**src/include/amf_pkg.sv**
```systemverilog
// Shared constants for the converter mode-control block.
// Assumes a single system clock; the mode port pins are asynchronous to it, the sample stream is on it.
package amf_pkg;
   // Serial word layout
   localparam int SER_WORD_BITS = 16;
   localparam int SER_HDR_BITS = 8;
   localparam logic [6:0] ADDR_RESET = 7'h00;
   localparam logic [6:0] ADDR_POWER_DOWN = 7'h01;
   localparam logic [6:0] ADDR_TIMING = 7'h02;
   localparam logic [6:0] ADDR_OUTPUT_MODE = 7'h03;
   localparam logic [6:0] ADDR_DATA_FORMAT = 7'h04;
   localparam int RESET_BIT = 7;
   localparam logic [7:0] REG_RESET_VAL = 8'h00;
   // Power-down register fields and codes
   localparam int PD_LSB = 0;
   localparam logic [1:0] PD_NORMAL = 2'h0;
   localparam logic [1:0] PD_CH2_NAP = 2'h1;
   localparam logic [1:0] PD_BOTH_NAP = 2'h2;
   localparam logic [1:0] PD_SLEEP = 2'h3;
   // Timing register fields
   localparam int TM_DCS = 0;
   localparam int TM_PHASE_LSB = 1;
   localparam int TM_INV = 3;
   // Output mode register fields
   localparam int OM_MODE_LSB = 0;
   localparam int OM_OFF = 2;
   localparam int OM_TERM = 3;
   localparam int OM_ILVDS_LSB = 4;
   localparam logic [1:0] OUT_MODE_CMOS = 2'h0;
   localparam logic [1:0] OUT_MODE_LVDS = 2'h1;
   localparam logic [2:0] ILVDS_3P5MA = 3'h0;
   // Data format register fields
   localparam int DF_TWOS = 0;
   localparam int DF_RAND = 1;
   localparam int DF_ABP = 2;
   localparam int DF_TP_LSB = 3;
   localparam logic [2:0] TP_OFF = 3'h0;
   localparam logic [2:0] TP_ONES = 3'h1;
   localparam logic [2:0] TP_ZEROS = 3'h2;
   localparam logic [2:0] TP_ALTERNATE = 3'h3;
   localparam logic [2:0] TP_CHECKER = 3'h4;
   localparam logic [15:0] CHECKER_WORD = 16'hAAAA;
   localparam logic [15:0] ODD_BIT_MASK = 16'hAAAA;
   // Serial engine states
   typedef enum logic [2:0] {
      ST_IDLE = 3'b001,
      ST_SHIFT = 3'b010,
      ST_DONE = 3'b100
   } ser_state_type;
endpackage

```
**src/design/amf_top.sv**
```systemverilog
// Mode-control port and output-word formatter of a dual-channel 16-bit converter.
// Assumes pins arrive asynchronously; the sample stream is on i_sys_clk.
`timescale 1ns/10ps
module amf_top #(
   parameter int SMP_W = 16
) (
   // Clock and reset
   input wire logic i_sys_clk,
   input wire logic i_rst_b,
   // Mode port pins
   input wire logic i_program_style_select,
   input wire logic i_cs_b,
   input wire logic i_sck,
   input wire logic i_sdi,
   input wire logic i_sdo,
   output logic o_sdo,
   output logic o_sdo_oe_b,
   // Sample stream in
   input wire logic i_smp_valid,
   input wire logic [SMP_W-1:0] i_ch1_sample_bits,
   input wire logic i_ch1_over_range_flag,
   input wire logic [SMP_W-1:0] i_ch2_sample_bits,
   input wire logic i_ch2_over_range_flag,
   output logic o_smp_ready,
   // Formatted output
   output logic o_out_valid,
   input wire logic i_out_ready,
   output logic [SMP_W-1:0] o_ch1_sample_bits,
   output logic o_ch1_over_range_flag,
   output logic [SMP_W-1:0] o_ch2_sample_bits,
   output logic o_ch2_over_range_flag,
   output logic o_output_data_clock,
   output logic o_out_oe_b,
   // Mode controls
   output logic o_dcs_on,
   output logic [1:0] o_out_mode,
   output logic [2:0] o_lvds_current,
   output logic o_term_on,
   output logic [1:0] o_clk_phase,
   output logic o_clk_invert,
   output logic o_ch1_nap,
   output logic o_ch2_nap,
   output logic o_sleep
);
   localparam int WORD_W = 2 * SMP_W + 2;

   // Pin synchronisers
   logic [4:0] pin_s1_r;
   logic [4:0] pin_s2_r;
   logic cs_b_d_r;
   logic sck_d_r;
   always_ff @(posedge i_sys_clk or negedge i_rst_b) begin
      if (!i_rst_b) begin
         // Idle pin levels, so no false select edge or strap state after reset
         pin_s1_r <= 5'h09;
         pin_s2_r <= 5'h09;
         cs_b_d_r <= 1'b1;
         sck_d_r <= 1'b0;
      end else begin
         pin_s1_r <= {i_program_style_select, i_cs_b, i_sck, i_sdi, i_sdo};
         pin_s2_r <= pin_s1_r;
         cs_b_d_r <= pin_s2_r[3];
         sck_d_r <= pin_s2_r[2];
      end
   end

   logic strap_mode;
   logic cs_b_s;
   logic sck_s;
   logic sdi_s;
   logic sdo_s;
   logic cs_fall;
   logic cs_rise;
   logic sck_rise;
   logic sck_fall;
   assign strap_mode = pin_s2_r[4];
   assign cs_b_s = pin_s2_r[3];
   assign sck_s = pin_s2_r[2];
   assign sdi_s = pin_s2_r[1];
   assign sdo_s = pin_s2_r[0];
   assign cs_fall = cs_b_d_r & ~cs_b_s;
   assign cs_rise = ~cs_b_d_r & cs_b_s;
   assign sck_rise = ~sck_d_r & sck_s;
   assign sck_fall = sck_d_r & ~sck_s;

   // Serial engine
   amf_pkg::ser_state_type ser_state_r;
   logic [4:0] bit_cnt_r;
   logic [15:0] shift_r;
   logic [7:0] rd_shift_r;
   logic rd_active_r;
   logic [1:0] pd_reg_r;
   logic [3:0] tm_reg_r;
   logic [6:0] om_reg_r;
   logic [5:0] df_reg_r;
   logic sw_rst_sleep_r;
   logic [7:0] rd_data;
   logic wr_commit;
   logic sw_rst;

   always_comb begin
      case (shift_r[6:0])
         amf_pkg::ADDR_POWER_DOWN: rd_data = {6'h00, pd_reg_r};
         amf_pkg::ADDR_TIMING: rd_data = {4'h0, tm_reg_r};
         amf_pkg::ADDR_OUTPUT_MODE: rd_data = {1'b0, om_reg_r};
         amf_pkg::ADDR_DATA_FORMAT: rd_data = {2'h0, df_reg_r};
         default: rd_data = amf_pkg::REG_RESET_VAL;
      endcase
   end

   always_ff @(posedge i_sys_clk or negedge i_rst_b) begin
      if (!i_rst_b) begin
         ser_state_r <= amf_pkg::ST_IDLE;
         bit_cnt_r <= 5'h00;
         shift_r <= 16'h0000;
      end else if (strap_mode) begin
         ser_state_r <= amf_pkg::ST_IDLE;
         bit_cnt_r <= 5'h00;
      end else begin
         case (ser_state_r)
            amf_pkg::ST_IDLE: begin
               if (cs_fall) begin
                  ser_state_r <= amf_pkg::ST_SHIFT;
                  bit_cnt_r <= 5'h00;
               end
            end
            amf_pkg::ST_SHIFT: begin
               if (cs_rise) begin
                  ser_state_r <= amf_pkg::ST_IDLE;
               end else if (sck_rise) begin
                  shift_r <= {shift_r[14:0], sdi_s};
                  bit_cnt_r <= bit_cnt_r + 5'h01;
                  if (bit_cnt_r == 5'(amf_pkg::SER_WORD_BITS - 1)) begin
                     ser_state_r <= amf_pkg::ST_DONE;
                  end
               end
            end
            amf_pkg::ST_DONE: begin
               // Edges past the sixteenth are ignored
               if (cs_rise) begin
                  ser_state_r <= amf_pkg::ST_IDLE;
               end
            end
            default: ser_state_r <= amf_pkg::ST_IDLE;
         endcase
      end
   end

   // write lands when the frame closes
   assign wr_commit = (ser_state_r == amf_pkg::ST_DONE) && cs_rise && !shift_r[15] && !strap_mode;
   // reset bit acts but is never stored
   assign sw_rst = wr_commit && (shift_r[14:8] == amf_pkg::ADDR_RESET) && shift_r[amf_pkg::RESET_BIT];

   always_ff @(posedge i_sys_clk or negedge i_rst_b) begin
      if (!i_rst_b) begin
         pd_reg_r <= 2'h0;
         tm_reg_r <= 4'h0;
         om_reg_r <= 7'h00;
         df_reg_r <= 6'h00;
      end else if (sw_rst) begin
         pd_reg_r <= 2'h0;
         tm_reg_r <= 4'h0;
         om_reg_r <= 7'h00;
         df_reg_r <= 6'h00;
      end else if (wr_commit) begin
         case (shift_r[14:8])
            amf_pkg::ADDR_POWER_DOWN: pd_reg_r <= shift_r[amf_pkg::PD_LSB +: 2];
            amf_pkg::ADDR_TIMING: tm_reg_r <= shift_r[3:0];
            amf_pkg::ADDR_OUTPUT_MODE: om_reg_r <= shift_r[6:0];
            amf_pkg::ADDR_DATA_FORMAT: df_reg_r <= shift_r[5:0];
            default: ;
         endcase
      end
   end

   always_ff @(posedge i_sys_clk or negedge i_rst_b) begin
      if (!i_rst_b) begin
         sw_rst_sleep_r <= 1'b0;
      end else begin
         sw_rst_sleep_r <= sw_rst;
      end
   end

   // read shifter, MSB first after the header
   always_ff @(posedge i_sys_clk or negedge i_rst_b) begin
      if (!i_rst_b) begin
         rd_active_r <= 1'b0;
         rd_shift_r <= 8'hFF;
      end else if (strap_mode || cs_b_s || ser_state_r == amf_pkg::ST_IDLE) begin
         rd_active_r <= 1'b0;
         rd_shift_r <= 8'hFF;
      end else if (sck_rise && bit_cnt_r == 5'(amf_pkg::SER_HDR_BITS - 1) && shift_r[6]) begin
         // Header completes on this edge: flag in shift_r[6], address from sdi
         rd_active_r <= 1'b1;
         rd_shift_r <= 8'hFF;
      end else if (rd_active_r && sck_fall && bit_cnt_r == 5'(amf_pkg::SER_HDR_BITS)) begin
         rd_shift_r <= rd_data;
      end else if (rd_active_r && sck_fall && bit_cnt_r > 5'(amf_pkg::SER_HDR_BITS)) begin
         rd_shift_r <= {rd_shift_r[6:0], 1'b1};
      end
   end

   // open drain: only ever pulls low
   always_ff @(posedge i_sys_clk or negedge i_rst_b) begin
      if (!i_rst_b) begin
         o_sdo <= 1'b0;
         o_sdo_oe_b <= 1'b1;
      end else begin
         o_sdo <= 1'b0;
         o_sdo_oe_b <= !(rd_active_r && !rd_shift_r[7] && !strap_mode);
      end
   end

   // Effective modes from straps or registers
   logic [1:0] pd_code;
   always_comb begin
      pd_code = strap_mode ? {sdi_s, sdo_s} : pd_reg_r;
   end

   always_ff @(posedge i_sys_clk or negedge i_rst_b) begin
      if (!i_rst_b) begin
         o_dcs_on <= 1'b0;
         o_out_mode <= amf_pkg::OUT_MODE_CMOS;
         o_lvds_current <= amf_pkg::ILVDS_3P5MA;
         o_term_on <= 1'b0;
         o_clk_phase <= 2'h0;
         o_clk_invert <= 1'b0;
      end else if (strap_mode) begin
         o_dcs_on <= cs_b_s;
         o_out_mode <= sck_s ? amf_pkg::OUT_MODE_LVDS : amf_pkg::OUT_MODE_CMOS;
         o_lvds_current <= amf_pkg::ILVDS_3P5MA;
         o_term_on <= 1'b0;
         o_clk_phase <= 2'h0;
         o_clk_invert <= 1'b0;
      end else begin
         o_dcs_on <= tm_reg_r[amf_pkg::TM_DCS];
         o_out_mode <= om_reg_r[amf_pkg::OM_MODE_LSB +: 2];
         o_lvds_current <= om_reg_r[amf_pkg::OM_ILVDS_LSB +: 3];
         o_term_on <= om_reg_r[amf_pkg::OM_TERM];
         o_clk_phase <= tm_reg_r[amf_pkg::TM_PHASE_LSB +: 2];
         o_clk_invert <= tm_reg_r[amf_pkg::TM_INV];
      end
   end

   // channel 1 naps only together with channel 2
   always_ff @(posedge i_sys_clk or negedge i_rst_b) begin
      if (!i_rst_b) begin
         o_ch1_nap <= 1'b0;
         o_ch2_nap <= 1'b0;
         o_sleep <= 1'b0;
      end else begin
         o_ch1_nap <= (pd_code == amf_pkg::PD_BOTH_NAP);
         o_ch2_nap <= (pd_code == amf_pkg::PD_CH2_NAP) || (pd_code == amf_pkg::PD_BOTH_NAP);
         o_sleep <= (pd_code == amf_pkg::PD_SLEEP) || sw_rst || sw_rst_sleep_r;
      end
   end

   // Output formatting
   logic twos_en;
   logic rand_en;
   logic abp_en;
   logic [2:0] tp_sel;
   logic tp_phase_r;
   logic push;
   logic pop;
   assign twos_en = !strap_mode && df_reg_r[amf_pkg::DF_TWOS];
   assign rand_en = !strap_mode && df_reg_r[amf_pkg::DF_RAND];
   assign abp_en = !strap_mode && df_reg_r[amf_pkg::DF_ABP];
   assign tp_sel = strap_mode ? amf_pkg::TP_OFF : df_reg_r[amf_pkg::DF_TP_LSB +: 3];

   function automatic logic [SMP_W:0] fmt_word(input logic [SMP_W-1:0] bits, input logic ovr,
                                                input logic [2:0] tp, input logic ph,
                                                input logic twos, input logic rnd, input logic abp);
      logic [SMP_W-1:0] w;
      w = bits;
      case (tp)
         amf_pkg::TP_ONES: fmt_word = {1'b1, {SMP_W{1'b1}}};
         amf_pkg::TP_ZEROS: fmt_word = {1'b0, {SMP_W{1'b0}}};
         amf_pkg::TP_ALTERNATE: fmt_word = {ph, {SMP_W{ph}}};
         amf_pkg::TP_CHECKER: begin
            w = ph ? ~amf_pkg::CHECKER_WORD[SMP_W-1:0] : amf_pkg::CHECKER_WORD[SMP_W-1:0];
            fmt_word = {ph, w};
         end
         default: begin
            if (twos) begin
               w[SMP_W-1] = ~w[SMP_W-1];
            end
            // randomizer stands on its own enable
            if (rnd) begin
               w[SMP_W-1:1] = w[SMP_W-1:1] ^ {(SMP_W - 1){w[0]}};
            end
            if (abp) begin
               w = w ^ amf_pkg::ODD_BIT_MASK[SMP_W-1:0];
            end
            fmt_word = {ovr, w};
         end
      endcase
   endfunction

   logic [WORD_W-1:0] in_word;
   assign in_word = {fmt_word(i_ch2_sample_bits, i_ch2_over_range_flag, tp_sel, tp_phase_r,
                              twos_en, rand_en, abp_en),
                     fmt_word(i_ch1_sample_bits, i_ch1_over_range_flag, tp_sel, tp_phase_r,
                              twos_en, rand_en, abp_en)};
   assign push = i_smp_valid && o_smp_ready;
   assign pop = o_out_valid && i_out_ready;

   // pattern phase steps once per sample
   always_ff @(posedge i_sys_clk or negedge i_rst_b) begin
      if (!i_rst_b) begin
         tp_phase_r <= 1'b1;
      end else if (tp_sel == amf_pkg::TP_OFF) begin
         tp_phase_r <= 1'b1;
      end else if (push) begin
         tp_phase_r <= ~tp_phase_r;
      end
   end

   // Two-entry buffer: head drives the pins, spare absorbs a stall
   logic [WORD_W-1:0] head_r;
   logic [WORD_W-1:0] spare_r;
   logic spare_v_r;
   always_ff @(posedge i_sys_clk or negedge i_rst_b) begin
      if (!i_rst_b) begin
         head_r <= '0;
         spare_r <= '0;
         o_out_valid <= 1'b0;
         spare_v_r <= 1'b0;
         o_smp_ready <= 1'b0;
      end else begin
         if (!o_out_valid || pop) begin
            if (spare_v_r) begin
               head_r <= spare_r;
               o_out_valid <= 1'b1;
               spare_v_r <= push;
               spare_r <= in_word;
            end else begin
               head_r <= in_word;
               o_out_valid <= push;
            end
         end else if (push) begin
            spare_r <= in_word;
            spare_v_r <= 1'b1;
         end
         o_smp_ready <= !(spare_v_r ? !(pop) || push : (o_out_valid && !pop && push));
      end
   end

   // data clock marks each word, no polarity transform
   always_ff @(posedge i_sys_clk or negedge i_rst_b) begin
      if (!i_rst_b) begin
         o_output_data_clock <= 1'b0;
      end else if (pop) begin
         o_output_data_clock <= ~o_output_data_clock;
      end
   end

   assign o_ch1_sample_bits = head_r[SMP_W-1:0];
   assign o_ch1_over_range_flag = head_r[SMP_W];
   assign o_ch2_sample_bits = head_r[2*SMP_W:SMP_W+1];
   assign o_ch2_over_range_flag = head_r[WORD_W-1];

   // one enable floats data, flags and clock
   always_ff @(posedge i_sys_clk or negedge i_rst_b) begin
      if (!i_rst_b) begin
         o_out_oe_b <= 1'b0;
      end else begin
         o_out_oe_b <= !strap_mode && om_reg_r[amf_pkg::OM_OFF];
      end
   end
endmodule

```
**config.mk**
```make
export PLATFORM = sky130hd
export DESIGN_NAME = amf_top
export DESIGN_NICKNAME = d
export VERILOG_FILES = /design/src/include/amf_pkg.sv /design/src/design/amf_top.sv
export SDC_FILE = /design/constraint.sdc
export NUM_CORES = 1
export LEC_CHECK = 0
export BUFFER_PORTS_ARGS = -buffer_cell sky130_fd_sc_hd__buf_4
export CAP_MARGIN = 20
export CORE_ASPECT_RATIO = 0.8
export CORE_UTILIZATION = 35
export CTS_BUF_LIST = sky130_fd_sc_hd__clkbuf_8 sky130_fd_sc_hd__clkbuf_16
export CTS_CLUSTER_DIAMETER = 60
export DETAILED_ROUTE_END_ITERATION = 12
export MAX_ROUTING_LAYER = met4
export PLACE_DENSITY = 0.58
export SLEW_MARGIN = 20
export SYNTH_ARGS = -nofsm -noshare
export SYNTH_HDL_FRONTEND = slang
export SYNTH_SLANG_ARGS = --single-unit
export TNS_END_PERCENT = 100
```
**constraint.sdc**
```tcl
create_clock -name i_sys_clk -period 7.2 [get_ports i_sys_clk]
set_clock_uncertainty 0.2 [all_clocks]
set_input_delay 0.72 -clock i_sys_clk [delete_from_list [all_inputs] [get_ports i_sys_clk]]
set_output_delay 0.72 -clock i_sys_clk [all_outputs]
set_load 0.01 [all_outputs]
```
==> results of run 1 <==
## state kept, by name, indices dropped and copies added (netlist names), 2 cells and up
register and cells:
bit_cnt_r 5, pin_s1_r 5, df_reg_r 6, spare_r 34, tm_reg_r 4, o_lvds_current 3
pin_s2_r 5, shift_r 16, om_reg_r 7, rd_shift_r 8, o_out_mode 2, pd_reg_r 2
o_clk_phase 2, head_r 34, ser_state_r 3
## area by class of cell
cell class	instances	area, µm²
inverter	11	41.29
clock buffer	18	439.2
multi-input combinational	482	3064
sequential	153	3849
fill	1894	11070
timing repair buffer	101	774.5
tap	264	330.3
clock inverter	14	227.7
## kinds of logic (layout without fill, tap and decap cells)
group | after synthesis | in the layout
compound gates | 151 | 151
xor+xnor | 34 | 34
fa+ha+maj | 5 | 5
buf+inv | 49 | 144
flops | 153 | 153
mux | 38 | 38
other cells | 1 | 1
simple gates | 253 | 253
## worst reg2reg max path, cell delays in order, from the launching register on
cell and delay, ns:
dfrtp_1 0.43, nor2b_1 0.15, buf_4 0.20, nor2_4 0.71, nand2_1 0.61, nand4_1 0.21
## power breakdown
part           internal (W)  leakage, nW  total (W)  switching (W)
Combinational      0.000309         1.69   0.000695       0.000386
Clock              0.000655        0.327    0.00101       0.000355
Sequential          0.00106         1.87    0.00118       0.000118
Total               0.00203         3.88    0.00289       0.000860
## Yosys cell counts (all sizes together), types with 2 or more instances
cell type  number
or3             3
a31oi           7
nand2b         10
a21oi          65
dfstp          16
nand4bb         2
a311o           2
a21boi         18
nand3          29
o2bb2ai         2
mux2i           7
clkbuf         32
and2            9
a22o            6
o21ai          31
nand2          54
a22oi           4
buf             6
and3            2
or4             2
xor2            2
nor4            2
o31ai           2
mux2           31
a221oi          6
dfrtp         137
or3b            3
nor3            9
xnor2          32
nand3b         24
ha              5
inv            11
nand4          15
nor2b          22
nor2           63
o22ai           2
## layer usage
metal	global-route usage (%)	share of wire, %	wire length [µm]
met2	22.11	43	7033
met3	2.689	3.3	542
met4	6.826	1.4	222
met1	24.55	52	8462
met5	-	0	0
## layout by cell type (no fill, tap or decap), types with 2 or more instances in the layout
cell,netlist,final
a21boi_0,18,18
a21oi_1,65,65
a221oi_1,6,6
a22o_1,6,6
a22oi_1,4,4
a311o_1,2,2
a31oi_1,7,7
and2_1,9,9
and3_1,2,2
buf_4,1,99
bufinv_16,0,6
clkbuf_16,0,17
clkinv_2,0,4
clkinvlp_4,0,2
dfrtp_1,137,137
dfstp_2,16,16
ha_1,5,5
inv_1,11,12
mux2_2,31,31
mux2i_1,5,5
mux2i_2,2,2
nand2_1,53,53
nand2b_1,10,9
nand3_1,29,29
nand3b_1,24,24
nand4_1,15,15
nand4bb_1,2,2
nor2_1,63,62
nor2b_1,22,21
nor3_1,8,8
o21ai_0,29,29
o22ai_1,2,2
o2bb2ai_1,2,2
o31ai_1,2,2
or3_1,3,3
or3b_2,3,3
xnor2_1,32,32
xor2_1,2,2
## stage by stage
step | util (%) | worst slack, ns
after floorplan | - | 4.837
after global placement | 40.59 | 3.754
after detailed placement | 40.59 | 3.672
after CTS | 43.96 | 4.138
after global routing | 44.07 | 4.442
final | 44.07 | 4.598
## how the worst max path moves through the flow
stage	startpoint	to	slack, ns	cells past startpoint
after floorplan	pin_s2_r[3]$_DFF_PN1_	df_reg_r[0]$_DFFE_PN0P_	4.84	5
after global placement	i_out_ready	spare_r[15]$_DFFE_PN0P_	3.75	6
after detailed placement	i_out_ready	spare_r[32]$_DFFE_PN0P_	3.67	6
after CTS	o_out_valid$_DFFE_PN0N_	spare_r[18]$_DFFE_PN0P_	4.14	5
after global routing	o_out_valid$_DFFE_PN0N_	head_r[28]$_DFFE_PN0N_	4.44	5
final	o_out_valid$_DFFE_PN0N_	head_r[5]$_DFFE_PN0N_	4.60	5
==> impl_metrics.env, run 1 <==
export IMPL_fin_total_pwr_w=0.002889
export IMPL_tightest_slew_ns=1.005
export IMPL_synth_edf_count=0
export IMPL_synth_top_family_by_area="simple AND/OR/NAND/NOR gates"
export IMPL_syn_cell_area_um2=7079
export IMPL_synth_nets=732
export IMPL_hold_slack_ns=0.1473
export IMPL_yosysSeqAreaShare_pct=54.37
export IMPL_cts_tree="yes"
export IMPL_arrival_ns=2.74
export IMPL_fin_cells=1043
export IMPL_core_area_um2=19800
export IMPL_boundaryPins=96
export IMPL_cts_max_path_buffers=2
export IMPL_port_buffer_count=94
export IMPL_drive_gt1_share_pct=25.03
export IMPL_postCtsSetupBuffers=0
export IMPL_ys_dominant_reg_cell="dfrtp_1"
export IMPL_drt_iter0_drc=390
export IMPL_synth_fa_ha_area_share_pct=0.8837
export IMPL_synthXorXnorAreaFrac_pct=4.206
export IMPL_cts_resized=0
export IMPL_period_share_pct=36.14
export IMPL_holdBufCountCts=0
export IMPL_synth_area_mux_share_pct=6.027
export IMPL_via_per_inst=5.042
export IMPL_syn_area_per_cell_um2=10.35
export IMPL_hold_path_class="flop to flop"
export IMPL_max_freq_mhz=384.3
export IMPL_worst_path_max_fanout=34
export IMPL_cpPeakStageDelay_ns=0.71
export IMPL_avgRoutedWirePerCell_um=15.59
export IMPL_firstDrtPassIters=7
export IMPL_cts_htree_levels=4
export IMPL_path_cells="nor2b_1 > buf_4 > nor2_4 > nand2_1 > nand4_1"
export IMPL_grt_max_degree=107
export IMPL_r2r_setup_slack_ns=4.60
export IMPL_ys_seq_elements=153
export IMPL_cts_sinks=153
export IMPL_die_h_um=129.2
export IMPL_dpl_instance_area_um2=8036
export IMPL_initial_core_util_pct=35.76
export IMPL_fin_crit_ns=2.602
export IMPL_vias=5259
export IMPL_synth_compound_area_share_pct=12.90
export IMPL_hold_viol_final=0
export IMPL_rr_worst_depth=5
export IMPL_die_w_um=161.0
export IMPL_worst_setup_path_type="flop to flop"
export IMPL_cts_root_buffer="clkbuf_16"
export IMPL_drv_cap=0
export IMPL_final_max_slew_violation_count=0
export IMPL_p_per_area_nw_per_um2=331.1
export IMPL_cp_start_kind="flop"
export IMPL_overflow=0
export IMPL_required_ns=7.34
export IMPL_ir_drop_uv=154.0
export IMPL_dp_cells=1010
export IMPL_area_growth_pct=23.26
export IMPL_yosysTopAreaCell="dfrtp_1"
export IMPL_routed_wl_um=16260
export IMPL_rsz0062_at_grt="false"
export IMPL_ys_types=56
export IMPL_static_leakage_power_nw=3.883
export IMPL_final_cell_area_um2=8726
export IMPL_tns_ns=0
export IMPL_first_global_vias=4816
export IMPL_min_path_cells=0
export IMPL_cp_top_family="simple AND/OR/NAND/NOR gates"
export IMPL_grt_antenna_before_repair=0
export IMPL_grt_pass1_wl_um=26100
export IMPL_crit_path_end_kind="flop"
export IMPL_maxSlewHeadroom_pct=32.97
export IMPL_drc=0
export IMPL_min_from="pin_s1_r[1]$_DFF_PN0_"
export IMPL_clk_latency_ns=0.43
export IMPL_yosysWarningCount=0
export IMPL_cts_buffers=17
export IMPL_antenna_cells=0
export IMPL_synth_top_area_share_pct=48.43
export IMPL_ant_nets=0
export IMPL_r2r_start="o_out_valid$_DFFE_PN0N_"
export IMPL_synthArstFlopShare_pct=100.0
export IMPL_hold_end="pin_s2_r[1]$_DFF_PN0_"
export IMPL_r2r_end="head_r[5]$_DFFE_PN0N_"
export IMPL_die_area_um2=20800
export IMPL_nets=814
export IMPL_clk_pin_slew_ns=0.06
export IMPL_dp_hpwl_um=10410
export IMPL_gp_congestion=0.7665
export IMPL_placementRows=46
export IMPL_synthCells=684
export IMPL_outcome="completed"
export IMPL_grtUsageTotal_pct=16.56
export IMPL_synth_simple_area_share_pct=18.88
export IMPL_cpMaxStageDelayCell="nor2_4"
export IMPL_cp_num_buf_inv=1
export IMPL_yosys_top_cells_area="dfrtp_1 (48%), dfstp_2 (5.9%), mux2_2 (4.9%)"
export IMPL_setup_viol=0
Power figures use the tool's default switching activity.
==> inputs of run 2 (changes only) <==
--- a/config.mk
+++ b/config.mk
@@ -5,6 +5,7 @@
 export SDC_FILE = /design/constraint.sdc
 export NUM_CORES = 1
 export LEC_CHECK = 0
+export ABC_AREA = 1
 export BUFFER_PORTS_ARGS = -buffer_cell sky130_fd_sc_hd__buf_4
 export CAP_MARGIN = 20
 export CORE_ASPECT_RATIO = 0.8
@@ -13,7 +14,7 @@
 export CTS_CLUSTER_DIAMETER = 60
 export DETAILED_ROUTE_END_ITERATION = 12
 export MAX_ROUTING_LAYER = met4
-export PLACE_DENSITY = 0.58
+export PLACE_DENSITY = 0.6
 export SLEW_MARGIN = 20
 export SYNTH_ARGS = -nofsm -noshare
 export SYNTH_HDL_FRONTEND = slang
==> constraint.sdc (replaced) <==
create_clock -name i_sys_clk -period 2.3 [get_ports i_sys_clk]
set_clock_uncertainty 0.2 [all_clocks]
set_input_delay 0.23 -clock i_sys_clk [delete_from_list [all_inputs] [get_ports i_sys_clk]]
set_output_delay 0.23 -clock i_sys_clk [all_outputs]
set_load 0.01 [all_outputs]
==> impl_metrics.env, run 2 <==
export IMPL_nets=1087
export IMPL_cts_resized=0
export IMPL_avgRoutedWirePerCell_um=14.08
export IMPL_dp_cells=1262
export IMPL_worst_setup_path_type="input pin to flop"
export IMPL_gp_congestion=0.8304
export IMPL_r2r_start="pin_s2_r[4]$_DFF_PN0_"
export IMPL_die_area_um2=21700
export IMPL_cp_num_buf_inv=5
export IMPL_grt_pass1_wl_um=30500
export IMPL_port_buffer_count=94
export IMPL_grtUsageTotal_pct=18.69
export IMPL_drt_iter0_drc=378
export IMPL_yosysTopAreaCell="dfrtp_1"
export IMPL_grt_max_degree=56
export IMPL_cts_tree="yes"
export IMPL_rsz0062_at_grt="true"
export IMPL_ir_drop_uv=543.2
export IMPL_grt_antenna_before_repair=0
export IMPL_drc=0
export IMPL_tightest_slew_ns=0.8719
export IMPL_placementRows=47
export IMPL_ys_dominant_reg_cell="dfrtp_1"
export IMPL_setup_viol=0
export IMPL_final_max_slew_violation_count=0
export IMPL_dpl_instance_area_um2=8467
export IMPL_clk_latency_ns=0.43
export IMPL_synth_most_common_cell="nand2_1"
export IMPL_ys_seq_elements=153
export IMPL_final_common_cell="nand2_1"
export IMPL_drive_gt1_share_pct=18.82
export IMPL_cts_buffers=17
export IMPL_synth_edf_count=0
export IMPL_area_growth_pct=25.69
export IMPL_hold_path_class="input pin to flop"
export IMPL_clk_pin_slew_ns=0.06
export IMPL_p_per_area_nw_per_um2=948.1
export IMPL_ys_types=44
export IMPL_core_area_um2=20700
export IMPL_synthTopCellsByCount="nand2_1 (335), dfrtp_1 (137), inv_1 (100)"
export IMPL_yosysWarningCount=0
export IMPL_postCtsSetupBuffers=0
export IMPL_cpMaxStageDelayCell="dlygate4sd3_1"
export IMPL_yosysSeqAreaShare_pct=52.09
export IMPL_fin_cells=1321
export IMPL_cts_htree_levels=4
export IMPL_synth_top_area_share_pct=46.40
export IMPL_routed_wl_um=18600
export IMPL_overflow=0
export IMPL_cts_root_buffer="clkbuf_16"
export IMPL_first_global_vias=5830
export IMPL_path_cells="dlygate4sd3_1 > buf_4 > nor2_4 > inv_2 > nor2_1 > nor2_4 > inv_2 > buf_12 > nand2_1 > nand2_1"
export IMPL_final_cell_area_um2=9286
export IMPL_fillers=2072
export IMPL_multi_input_area_um2=2980
export IMPL_worst_path_max_fanout=34
export IMPL_top_regs="head_r: 34 flops, spare_r: 34 flops, shift_r: 16 flops"
export IMPL_drv_cap=0
export IMPL_tns_ns=0
export IMPL_required_ns=2.47
export IMPL_min_from="i_ch2_sample_bits[5]"
export IMPL_cts_max_path_buffers=2
export IMPL_antenna_cells=0
export IMPL_cpPeakStageDelay_ns=0.54
export IMPL_max_freq_mhz=462.9
export IMPL_firstDrtPassIters=5
export IMPL_boundaryPins=96
export IMPL_dp_hpwl_um=12380
export IMPL_ant_nets=0
export IMPL_crit_start="i_out_ready"
export IMPL_die_w_um=164.4
export IMPL_arrival_ns=2.33
export IMPL_synthArstFlopShare_pct=100.0
export IMPL_hold_viol_final=0
export IMPL_period_share_pct=93.92
export IMPL_final_cell_mix="nand2_1 (335), dfrtp_1 (137), buf_4 (107), inv_1 (100), nand3_1 (67)"
export IMPL_maxSlewHeadroom_pct=41.81
export IMPL_fin_total_pwr_w=0.008804
export IMPL_syn_cell_area_um2=7388
export IMPL_static_leakage_power_nw=4.899
export IMPL_final_seq_area_um2=3849
export IMPL_yosys_top_cells_area="dfrtp_1 (46%), nand2_1 (17%), dfstp_2 (5.7%)"
export IMPL_vias=6230
export IMPL_crit_path_end_kind="flop"
export IMPL_die_h_um=132.0
export IMPL_via_per_inst=4.716
export IMPL_initial_core_util_pct=35.69
export IMPL_synthCells=911
export IMPL_outcome="completed"
export IMPL_synth_nets=959
export IMPL_cp_top_family="buffers and inverters"
export IMPL_syn_area_per_cell_um2=8.110
export IMPL_fin_crit_ns=2.160
export IMPL_cp_start_kind="input pin"
export IMPL_cts_sinks=153
==> run 2: routing by layer <==
metal	share of wire, %	track usage, %	vias to the layer above
met5	0	-	-
met1	51	27.29	2933
met2	42	25.62	156
li1	-	-	3123
met3	5.7	3.712	18
met4	1.3	6.320	0
==> run 2: worst paths after layout <==
check                                          end  slack, ns  cells past startpoint
max                        spare_r[19]$_DFFE_PN0P_       0.14                     10
min                         head_r[22]$_DFFE_PN0N_       0.03                      6
max reg2reg                 head_r[21]$_DFFE_PN0N_       0.16                      9
min reg2reg                  pin_s2_r[4]$_DFF_PN0_       0.15                      0
max in group asynchronous       cs_b_d_r$_DFF_PN1_       1.06                      3
min in group asynchronous   head_r[29]$_DFFE_PN0N_       0.12                      2
==> run 2: repair_timing <==
item | 4_1_cts | 5_1_grt
setup endpoints to repair | 0 | 46
hold buffers | 26 | 0
hold endpoints to repair | 102 | 0
==> run 2: logic make-up after synthesis <==
logic type | count (synthesis) | share of synthesized area (%)
DFF | 153 | 52.09
AOI/OAI and AO/OA | 102 | 9.060
buffers and inverters | 140 | 7.688
other | 1 | 0.05076
xor gates and xnor gates | 18 | 2.134
muxes | 1 | 0.1524
adders and majority gates | 5 | 0.8467
and+or+nand+nor | 491 | 27.98
==> run 2: where the power goes <==
group | total [W] | switching (W) | internal (W)
clock network | 0.00264 | 0.00121 | 0.00143
logic | 0.00240 | 0.00136 | 0.00105
registers | 0.00376 | 0.000415 | 0.00334
total | 0.00880 | 0.00298 | 0.00582
==> run 2: area by class of cell <==
type	count	share of cell area, %
Timing Repair Buffer	138	12.44
Inverter	110	4.446
Multi-Input combinational cell	619	32.09
Clock buffer	18	4.729
Clock inverter	14	1.226
Tap cell	269	3.624
Sequential cell	153	41.44
==> run 2: tightest hold or removal path, stage by stage <==
cell and delay [ns]:
buf_4 0.09, nand3_1 0.06, nand3_1 0.08, nand2_1 0.06
nand2_1 0.05, nand2_1 0.04
==> run 2: per-stage QoR <==
step	hold WS, ns	util (%)	setup WS [ns]
after floorplan	-0.2656	-	0.5156
after global placement	0.03414	40.90	0.1434
after detailed placement	0.03110	40.90	0.04379
after CTS	0.004563	44.83	0.01614
after global routing	0.04651	44.86	-0.04528
final	0.02505	44.86	0.1397
